$ cat config.mk
export PLATFORM = sky130hd
export DESIGN_NAME = srl_master
export DESIGN_NICKNAME = d
export VERILOG_FILES = /design/src/hw/srl_master.v /design/src/hw/srl_shift.v
export VERILOG_INCLUDE_DIRS = /design/src /design/src/hw
export SDC_FILE = /design/constraint.sdc
export NUM_CORES = 1
export LEC_CHECK = 0
export BUFFER_PORTS_ARGS = -buffer_cell sky130_fd_sc_hd__buf_2
export CAP_MARGIN = 20
export CORE_ASPECT_RATIO = 1.1
export CORE_MARGIN = 5
export CORE_UTILIZATION = 45
export CTS_CLUSTER_SIZE = 14
export DETAILED_ROUTE_END_ITERATION = 8
export GPL_ROUTABILITY_DRIVEN = 0
export PLACE_DENSITY_LB_ADDON = 0.12
export SKIP_CTS_REPAIR_TIMING = 1
export SLEW_MARGIN = 15
export SYNTH_ARGS = -nofsm -noshare
export SYNTH_HDL_FRONTEND = slang
export SYNTH_SLANG_ARGS = --single-unit
$ cat constraint.sdc
create_clock -name MCLK -period 3.3 [get_ports MCLK]
set_input_delay 0.495 -clock MCLK [delete_from_list [all_inputs] [get_ports MCLK]]
set_output_delay 0.495 -clock MCLK [all_outputs]
set_load 0.005 [all_outputs]
$ cat src/hw/srl_regs.vh
`ifndef SRL_REGS_VH
`define SRL_REGS_VH
// frame format
`define SRL_FRAME_BITS      4'h8
`define SRL_BIT_CNT_W       4
// write/read marker in the first byte
`define SRL_RW_WRITE        1'b1
`define SRL_RW_READ         1'b0
`define SRL_DUMMY_BYTE      8'h00
// bit clock: operating clock divided by 2*SRL_HALF_BIT_CYC; SRL_DIV_FIELD is unused
`define SRL_DIV_FIELD       7'h0f
`define SRL_RATE_BPS        1000000
`define SRL_MCLK_HZ         125000000
`define SRL_HALF_BIT_CYC    (`SRL_MCLK_HZ / (2 * `SRL_RATE_BPS))
// least slave deselect width
`define SRL_DESELECT_NS     100
`define SRL_MCLK_NS         8
`define SRL_DESELECT_CYC    ((`SRL_DESELECT_NS + `SRL_MCLK_NS - 1) / `SRL_MCLK_NS)
`endif

$ cat src/hw/srl_master.v
// Notes on behaviour
// RULE1: every frame carries exactly eight data bits.
// RULE2: bits go out and come in most significant first.
// RULE3: clock idles low, data is set up before the rising edge that samples it.
// RULE4: each frame sends one byte and captures one byte at once.
// RULE5: the master makes and drives the bit clock from its own clock.
// RULE6: the bit rate is 1 Mbps, a fixed division of the main clock.
// RULE7: the channel works only while its clock enable input is high; the code tests it only when taking a request, not during a transfer.
// RULE8: a transaction starts the channel, then drives select low.
// RULE9: a write's first byte is a one marker bit and a seven-bit address.
// RULE10: on the first buffer-empty point the second byte is loaded, data for a write.
// RULE11: on the second buffer-empty point the first received byte is dropped.
// RULE12: at transfer end the second byte is kept, select goes high, channel stops; the code keeps that byte in RD_DATA for reads only.
// RULE13: the slave data line is open drain and reads high when not pulled low.
// RULE14: a read's first byte has a zero marker, its second byte is 00, the reply is kept.
// RULE15: select stays high the least deselect width between transactions.
`include "srl_regs.vh"
`default_nettype none
module srl_master
(
    // clock and reset
    input  wire       MCLK,
    input  wire       SYS_RST,
    // control
    input  wire       UNIT_CLK_EN,
    input  wire       REQ,
    input  wire       REQ_WRITE,
    input  wire [6:0] REQ_ADDR,
    input  wire [7:0] REQ_DATA,
    output wire       REQ_READY,
    output reg        DONE,
    output reg  [7:0] RD_DATA,
    output wire       BUSY,
    // serial link
    output wire       SCK,
    output wire       MOSI,
    input  wire       MISO,
    output reg        CS_N
);
    // ----------------------------------------
    // states
    // ----------------------------------------
    localparam [2:0] S_IDLE  = 3'h0;
    localparam [2:0] S_SEL   = 3'h1;
    localparam [2:0] S_FRM1  = 3'h2;
    localparam [2:0] S_FRM2  = 3'h3;
    localparam [2:0] S_END   = 3'h4;
    localparam [2:0] S_GAP   = 3'h5;
    // deselect width in clocks, cut to the width of its down counter
    localparam integer GAP_CYC = `SRL_DESELECT_CYC;
    localparam [4:0]   GAP     = GAP_CYC[4:0];

    reg [2:0] state;
    reg [7:0] second;
    reg       is_write;
    reg       start;
    reg [7:0] tx;
    reg [4:0] gap;
    reg       m1;
    reg       m2;
    reg       m3;
    reg       miso_s;
    wire      sh_busy;
    wire      sh_done;
    wire [7:0] sh_rx;

    // ----------------------------------------
    // data input synchroniser, change accepted when stages two and three agree
    // ----------------------------------------
    // the line idles high through its pull-up, so every stage resets to one
    // only the second stage reads the first, so a late settle never leaks through
    always @(posedge MCLK or posedge SYS_RST)
    begin
        if (SYS_RST)
        begin
            m1 <= 1'b1;
            m2 <= 1'b1;
            m3 <= 1'b1;
            miso_s <= 1'b1; // RULE13
        end
        else
        begin
            m1 <= MISO;
            m2 <= m1;
            m3 <= m2;
            if (m2 == m3)
                miso_s <= m3;
        end
    end

    // ready only while idle with the unit clock on; busy spans the gap too
    assign REQ_READY = (state == S_IDLE) && UNIT_CLK_EN; // RULE7
    assign BUSY = (state != S_IDLE);

    // ----------------------------------------
    // byte builders and counter test
    // ----------------------------------------
    // command byte: direction marker above the seven address bits
    function [7:0] first_byte;
        input       wr;
        input [6:0] addr;
        begin
            first_byte = {(wr ? `SRL_RW_WRITE : `SRL_RW_READ), addr}; // RULE9
        end
    endfunction

    // second byte: write data, or the dummy byte for a read
    function [7:0] second_byte;
        input       wr;
        input [7:0] data;
        begin
            second_byte = wr ? data : `SRL_DUMMY_BYTE; // RULE14
        end
    endfunction

    // deselect counter has run out
    function gap_over;
        input [4:0] g;
        begin
            gap_over = (g <= 5'h01);
        end
    endfunction

    // ----------------------------------------
    // shifter
    // ----------------------------------------
    // the shifter sees only the settled data line; its few cycles of lag
    // are small against a half bit of sixty-two clocks
    srl_shift u_shift
    (
        .clk     (MCLK),
        .rst     (SYS_RST),
        .start   (start),
        .tx_byte (tx),
        .busy    (sh_busy),
        .done    (sh_done),
        .rx_byte (sh_rx),
        .sck     (SCK),
        .mosi    (MOSI),
        .miso    (miso_s)
    );

    // ----------------------------------------
    // transaction sequencer
    // ----------------------------------------
    always @(posedge MCLK or posedge SYS_RST)
    begin
        if (SYS_RST)
        begin
            state <= S_IDLE;
            CS_N <= 1'b1;
            DONE <= 1'b0;
            RD_DATA <= 8'h00;
            second <= 8'h00;
            is_write <= 1'b0;
            start <= 1'b0;
            tx <= 8'h00;
            gap <= 5'h00;
        end
        else
        begin
            DONE <= 1'b0;
            start <= 1'b0;
            case (state)
                // wait for an enabled request and latch both bytes at once
                S_IDLE:
                begin
                    if (REQ && UNIT_CLK_EN) // RULE7
                    begin
                        is_write <= REQ_WRITE;
                        tx <= first_byte(REQ_WRITE, REQ_ADDR); // RULE9
                        second <= second_byte(REQ_WRITE, REQ_DATA); // RULE14
                        state <= S_SEL;
                    end
                end
                // select low and first frame launched on the same edge
                S_SEL:
                begin
                    CS_N <= 1'b0; // RULE8
                    start <= 1'b1;
                    state <= S_FRM1;
                end
                // first frame over: load the second byte, the first reply is never kept
                S_FRM1:
                begin
                    if (sh_done) // RULE10
                    begin
                        tx <= second;
                        start <= 1'b1;
                        state <= S_FRM2; // RULE11
                    end
                end
                // second frame over: keep the reply of a read only
                S_FRM2:
                begin
                    if (sh_done && !start)
                    begin
                        if (!is_write)
                            RD_DATA <= sh_rx; // RULE14
                        state <= S_END;
                    end
                end
                // release select and pulse done together
                S_END:
                begin
                    CS_N <= 1'b1; // RULE12
                    DONE <= 1'b1;
                    gap <= GAP;
                    state <= S_GAP;
                end
                // hold select high for the deselect width before going idle
                S_GAP:
                begin
                    if (gap_over(gap)) // RULE15
                        state <= S_IDLE;
                    else
                        gap <= gap - 5'h01;
                end
                default:
                    state <= S_IDLE;
            endcase
        end
    end
endmodule
`default_nettype wire

$ cat src/hw/srl_shift.v
`include "srl_regs.vh"
`default_nettype none
// ----------------------------------------
// one eight-bit full-duplex frame
// ----------------------------------------
module srl_shift
(
    // clock and reset
    input  wire       clk,
    input  wire       rst,
    // frame control
    input  wire       start,
    input  wire [7:0] tx_byte,
    output reg        busy,
    output reg        done,
    output reg  [7:0] rx_byte,
    // serial lines
    output reg        sck,
    output reg        mosi,
    input  wire       miso
);
    localparam integer HALF_CYC = `SRL_HALF_BIT_CYC;
    localparam [6:0]   HALF     = HALF_CYC[6:0];
    reg [6:0] div;
    reg [3:0] cnt;
    reg [7:0] sh;

    // clock idles low, data set up before first rising edge, sampled on rise
    always @(posedge clk or posedge rst)
    begin
        if (rst)
        begin
            busy <= 1'b0;
            done <= 1'b0;
            rx_byte <= 8'h00;
            sck <= 1'b0;
            mosi <= 1'b0;
            div <= 7'h00;
            cnt <= 4'h0;
            sh <= 8'h00;
        end
        else
        begin
            done <= 1'b0;
            if (!busy)
            begin
                if (start)
                begin
                    busy <= 1'b1;
                    sh <= tx_byte;
                    mosi <= tx_byte[7]; // RULE2
                    div <= 7'h00;
                    cnt <= 4'h0;
                end
            end
            else if (div == HALF - 7'h01) // RULE6
            begin
                div <= 7'h00;
                sck <= ~sck; // RULE5
                if (!sck)
                    sh <= {sh[6:0], miso}; // RULE4
                else
                begin
                    cnt <= cnt + 4'h1;
                    if (cnt == `SRL_FRAME_BITS - 4'h1) // RULE1
                    begin
                        busy <= 1'b0;
                        done <= 1'b1;
                        rx_byte <= sh;
                    end
                    else
                        mosi <= sh[7]; // RULE3
                end
            end
            else
                div <= div + 7'h01;
        end
    end
endmodule
`default_nettype wire

* After elaboration in Yosys (flattened, before gate mapping) *
Index checks and enable logic that the tools add are counted.

cells by class
  $add $sub $neg = 3
  order comparisons = 1
  equal/unequal tests = 17
  multiplexer cells = 41
  bitwise logic cells = 2
  reductions and logical operators = 20

operators by type and width
  cell                   count
  $mux W8                7
  $mux W7                3
  $pmux W3 S6            1
  $mux W1                17
  $mux W4                4
  $pmux W8 S2            1
  $ne A2 B2 Y1 const B   7
  $mux W3                4
  $reduce_and A3 Y1      4
  $reduce_and A4 Y1      3
  $pmux W5 S2            1
  $reduce_bool A2 Y1     4
  $add A7 B1 Y7 const B  1
  $eq A7 B6 Y1 const B   1
  $eq A3 B2 Y1 const B   2
  $eq A3 B3 Y1 const B   2
  $reduce_and A2 Y1      3
  $le A5 B1 Y1 const B   1
  $mux W5                1
  $sub A5 B1 Y5 const B  1
  $add A4 B1 Y4 const B  1
  $eq A4 B3 Y1 const B   1
  $ne A2 B1 Y1 const B   2
  $pmux W1 S2            2
  other kinds (7)        10

storage, ports and cells
  bits in registers = 71
  input port bits = 21
  output and inout port bits = 14
  word-level logic and storage cells = 105

* Longest topological paths before layout *
Gate-level depths: netlist of the first run.

  depth in word-level cells = 5
  mapped depth = 6
  mapped depth without buffers = 5

* Cells and area by module *
Synthesis of the first run repeated with hierarchy kept, for this count alone.

unflattened totals
  cells, all modules = 287
  area total of the unflattened synthesis = 3379.5 um^2

modules (own cells, without submodules)
  module      instances  cells each  area an instance (um^2)  seq. area each (um^2)
  srl_master  1          151         1829.3                   1007.2
  srl_shift   1          136         1550.2                   775.7

* Least setup slack after synthesis of the first run *
OpenSTA, ideal clock, no wires.

  path kind = register to output
  start = reg state[2]
  end = out REQ_READY
  arrival time = 1.324 ns
  data required time = 2.805 ns
  path slack = 1.481 ns
  stages on the path, launching flop included = 6
  path buffers = 3
  path through = dfrtp_1 buf_2 or3_1 clkbuf_1 buf_2 nor2_1

between the ends
  cells in the longest elaborated chain, start to end = 2

RTL lines
  element                 line              text
  from (decl)             srl_master.v:53   reg [2:0] state;
  from (signal assigned)  srl_master.v:150  state <= S_IDLE;
  from (signal assigned)  srl_master.v:173  state <= S_SEL;
  from (signal assigned)  srl_master.v:181  state <= S_FRM1;
  $logic_not A3 Y1        srl_master.v:92   assign REQ_READY = (state == S_IDLE) && UNIT_CLK_EN;
  $logic_and A1 B1 Y1     srl_master.v:92
  to (decl)               srl_master.v:30   output wire REQ_READY,

No other way between the ends.

* Final worst setup path of the first run *
  start = reg state[0]
  end = out REQ_READY

Same word-level chain as after synthesis.

==> results.yml, run 1 <==
floorplan:
  die_w_um: 93.5
  rows: 33
  start_util: 0.462
  die_h_um: 102
  die_area_um2: 9520
  ios: 35
  core-area_um2: 7470
pwr:
  p_seq_frac: 0.550
  total_power_mw: 1.63
  combPwrFrac: 0.037
  power.switching_uw: 371
  power.density_nw_per_um2: 420
  peakVddDrop_mv: 0.300
  p_leak_nw: 1.82
  switching_share: 0.227
  pwr-share-clk: 0.413
  p_int_mw: 1.26
logic_synthesis:
  synth.net_count: 320
  syn_area_per_cell_um2: 11.7
  synth_top_area_cell: "dfrtp_1"
  seq_area_frac_synth: 0.517
  yosys-top-cells-area: "dfrtp_1 (48%), mux2_2 (13%), dfstp_2 (3.8%)"
  ys_warn_count: 0
  synth.most_common_cell: "dfrtp_1"
  synth_cell_type_count: 58
  syn_inst: 294
  synth_common_cells: "dfrtp_1 (66), mux2_2 (41), nand2_1 (30)"
  synth_edf_count: 0
  async_flop_share: 1.00
  synth_top_area_share: 0.479
  ys.flop_type: "dfrtp_1"
  ys_seq_elements: 71
  mappedNetlistArea_um2: 3450
setup_path:
  required_ps: 2800
  cp.buffers_inverters: 1
  cp_num_cells: 3
  cp_cell_sequence: "or3_1, nor2_1, buf_2"
  r2r_start: "state[0]"
  reg2reg_depth: 3
  arrival_ps: 1840
  r2r_slack_ps: 1200
  start_kind: "flop"
  critPathCaptureType: "output pin"
  r2r_end: "RD_DATA[7]"
  cp_slowest_cell: "or3_1"
  crit_family: "simple AND/OR/NAND/NOR gates"
  cp_max_fo: 19
  critPathMaxStageDelay_ps: 660
  crit_type: "flop to output pin"
global_route:
  grt_pass1_wl_mm: 11.4
  use_met2: 0.248
  grt_util_met1: 0.199
  grt_max_degree: 35
  grtUsageMet3: 0.0398
  antenna_found_initial: 0
  grt_pass1_vias: 2325
  grt_overflow_total: 0
  grt.busiest_layer: "met2"
  grt_usage: 0.154
placement:
  hpwl_mm: 4.60
  io_buffers: 34
  place_area_um2: 3700
  dp_slack_ps: 1230
  dp.cells: 420
sta:
  timing.final.crit_share: 0.707
  maxSlewViolCount: 0
  tightest_slew_ps: 746
  hold_ws_ps: 111
  max_clock_freq_ghz: 0.428
  setup_violations: 0
  setup_tns_ps: 0
  setup_ws_ps: 966
  relSlewSlack: 0.502
  rsz0062_at_grt: "false"
  finalClockSkew_ps: 8.84
  hold_violations: 0
  fin_crit_ps: 2330
finish:
  area_growth_pct: 12.7
  fin_area_um2: 3890
  nets: 352
  finalNonFillerCells: 436
  drive_gt1_frac: 0.344
  diodes: 0
  utilization: 0.520
flow_run:
  cap_violations: 0
detailed_routing:
  drt_iter0_markers: 132
  vias: 2314
  wl_mm: 6.57
  avgViaCountPerCell: 5.31
  ant_nets: 0
  wl_per_cell_um: 15.1
  dr.pass1.iters: 4
  drc: 0
cts:
  clk_pin_slew_worst_paths_ps: 80
  cts_root_buf: "clkbuf_8"
  cts_htree_levels: 3
  clock_path_buffers: 2
  cts_tree: "done"
  cts_sinks: 71
  clock_latency_ps: 340
  cts_buffers: 9
worst_hold_path:
  holdCritPathClass: "input port to asynchronous set/reset pin"
run_status:
  status: "complete, no violations"
[layout by cell type, fill, tap and decap left out, types with 4 or more instances in the layout]
master / count
buf_2: 34
dfstp_2: 5
nand3_1: 6
nor2_1: 7
mux2_4: 8
dfrtp_1: 66
ha_1: 5
mux2_2: 41
nand2_1: 30
o31ai_1: 8
inv_1: 11
o211ai_1: 4
nand4_1: 5
o21ai_0: 16
clkbuf_8: 9
nand2b_1: 4
[logic make-up after synthesis]
family / share of synthesized area
AOI/OAI and AO/OA: 0.110
xor gates and xnor gates: 0.00508
adders and majority gates: 0.0210
buffers and inverters: 0.0355
DFF: 0.517
muxes: 0.174
and+or+nand+nor: 0.137
[power groups by stage]
stage / Sequential [mW] / Clock (mW) / Combinational (mW)
CTS: 0.900 / 0.691 / 0.0626
global placement: 0.916 / 0 / 0.0616
finish: 0.899 / 0.675 / 0.0599
detailed placement: 0.916 / 0 / 0.0624
floorplan: 0.912 / 0 / 0.0388
global route: 0.901 / 0.735 / 0.0705
[metal layers]
layer  wire (um)  share of wire
met1        3020           0.46
met2        3230           0.49
met5           0              0
met3         201          0.031
met4         113          0.017
[registers in the layout, summed over array words and instances (netlist names)]
name and flops:
CS_N 1, DONE 1, RD_DATA 8, gap 5, is_write 1, m1 1
m2 1, m3 1, miso_s 1, second 8, start 1, state 3
tx 8, u_shift.busy 1, u_shift.cnt 4, u_shift.div 7, u_shift.done 1, u_shift.mosi 1
u_shift.rx_byte 8, u_shift.sck 1, u_shift.sh 8
[worst max-delay path by stage]
stage | slack, ps | endpoint | start
after floorplan | 1020 | DONE | SYS_RST
after global placement | 1260 | RD_DATA[2] | state[0]
after detailed placement | 1230 | RD_DATA[3] | state[0]
after CTS | 960 | REQ_READY | state[0]
after global routing | 810 | REQ_READY | state[0]
final | 970 | REQ_READY | state[0]
[cell type report]
cell class	count	area (um^2)
inverters	12	45.0
clock buffers	10	128
flip-flops and latches	71	1780
clock inverters	6	62.6
repair buffers	37	193
multi-input cells	195	1540
well taps	105	131
fillers	669	3590
Power figures use the tool's default switching activity.
==> inputs of run 2 (changes only) <==
==> constraint.sdc (replaced) <==
create_clock -name MCLK -period 2.1 [get_ports MCLK]
set_input_delay 0.315 -clock MCLK [delete_from_list [all_inputs] [get_ports MCLK]]
set_output_delay 0.315 -clock MCLK [all_outputs]
set_load 0.005 [all_outputs]
==> run 2 against run 1 <==
Net effect: the run now ends with hold timing left; setup slack worse by 800 ps; sequential power is 57% higher; sequential cell count unchanged; largest cell class unchanged; total power is 58% higher; design area up 1.7%; count of clock-buffer cells in the layout fell by 1; via count rose by 0.56%; critical path depth stayed put.
==> results.yml, run 2 (synthesis gave the netlist of run 1 again) <==
cts:
  clock_latency_ps: 340
  cts_tree: "done"
  cts_root_buf: "clkbuf_8"
  clk_pin_slew_worst_paths_ps: 70
  clock_path_buffers: 2
  cts_sinks: 71
  cts_buffers: 9
  cts_htree_levels: 3
floorplan:
  ios: 35
  core-area_um2: 7470
  die_w_um: 93.5
  die_area_um2: 9520
  rows: 33
  die_h_um: 102
  start_util: 0.462
sta:
  max_clock_freq_ghz: 0.518
  timing.final.crit_share: 0.920
  tightest_slew_ps: 533
  hold_ws_ps: -3.62
  maxSlewViolCount: 0
  rsz0062_at_grt: "false"
  setup_violations: 0
  fin_crit_ps: 1930
  finalClockSkew_ps: 9.94
  hold_violations: 13
  relSlewSlack: 0.643
setup_path:
  crit_start: "state[2]"
  r2r_end: "RD_DATA[4]"
  cp.buffers_inverters: 1
  required_ps: 1780
  cp_cell_sequence: "or3_4, nor2_1, buf_2"
  cp_slowest_cell: "or3_4"
  critPathMaxStageDelay_ps: 550
  cp_max_fo: 19
  critPathCaptureType: "output pin"
  cp-endpoint: "REQ_READY"
  crit_family: "simple AND/OR/NAND/NOR gates"
  reg2reg_depth: 3
  r2r_start: "state[1]"
  arrival_ps: 1620
  cp_num_cells: 3
  start_kind: "flop"
  r2r_slack_ps: 230
  crit_type: "flop to output pin"
pwr:
  p_int_mw: 1.99
  peakVddDrop_mv: 0.435
  pwr-share-clk: 0.414
  switching_share: 0.228
  total_power_mw: 2.58
  combPwrFrac: 0.038
  power.density_nw_per_um2: 652
  p_leak_nw: 1.86
  power.switching_uw: 587
  p_seq_frac: 0.548
finish:
  diodes: 0
  utilization: 0.529
  mostFrequentLayoutCell: "dfrtp_1"
  drive_gt1_frac: 0.360
  nets: 357
  area_growth_pct: 14.6
  final_cell_mix: "dfrtp_1 (66), mux2_2 (41), buf_2 (34)"
placement:
  io_buffers: 34
  hpwl_mm: 4.57
detailed_routing:
  avgViaCountPerCell: 5.28
  topRoutingLayerUsed: "met4"
  wl_mm: 6.54
  wl_met2_mm: 3.18
  drc: 0
  wl_met1_mm: 3.08
  drt_iter0_markers: 125
  dr.pass1.iters: 4
  wl_per_cell_um: 14.8
  ant_nets: 0
  vias: 2327
  wl_met3_um: 189
global_route:
  grt_max_degree: 53
  antenna_found_initial: 0
  grt_pass1_vias: 2266
  grt_overflow_total: 0
  grt_pass1_wl_mm: 11.2
  grt_usage: 0.150
run_status:
  status: "finished with violations"
  violations: "hold timing"
worst_hold_path:
  holdCritPathClass: "input port to asynchronous set/reset pin"
flow_run:
  cap_violations: 0
-- run 2: cell types whose count changed in the layout (fill, tap and decap cells not counted), sizes merged --
cell and delta:
inv -1, buf +5, clkinvlp -1, clkinv +3, clkbuf -1
-- run 2: worst register-to-register path, cell delays in order, from the launching register on --
cell and delay [ps]:
dfrtp_1 480, nand2_2 100, or4b_1 780, mux2_4 390
-- run 2: stage by stage --
step                      setup TNS (ps)  setup WS (ps)  hold slack (ps)  std cells  cell area [um^2]
after floorplan                        0            388              319        294              3450
after global placement                 0            271              347        425              3750
after detailed placement               0            220              348        425              3750
after CTS                          -37.4          -37.4            -11.4        441              3950
after global routing                   0            116             16.2        441              3950
final                                  0            168            -3.62        441              3950
-- run 2: power by group through the flow --
stage	clock network (mW)	logic, mW	registers, mW
finish	1.07	0.0978	1.41
global placement	0	0.0997	1.44
global route	1.17	0.112	1.42
detailed placement	0	0.101	1.44
CTS	1.11	0.101	1.41
floorplan	0	0.0613	1.43
-- run 2: per-layer routing --
metal  vias to the layer above  global-route usage
met1                      1147               0.199
li1                       1142                   -
met4                         0              0.0778
met2                        31               0.237
met3                         7              0.0272
met5                         -                   0
-- run 2: area by class of cell --
type | count | area [um^2]
clock buffer | 9 | 124
timing repair buffer | 42 | 243
sequential | 71 | 1780
multi-input combinational | 195 | 1550
tap | 105 | 131
clock inverter | 7 | 73.8
fill | 652 | 3520
inverter | 12 | 48.8
-- run 2: how the worst min path moves through the flow --
stage	from	endpoint	slack, ps
after floorplan	MISO	m1	320
after detailed placement	m1	m2	350
after global routing	SYS_RST	u_shift.div[2]	20
after global placement	m1	m2	350
final	SYS_RST	u_shift.div[0]	-4
after CTS	SYS_RST	u_shift.div[2]	-10
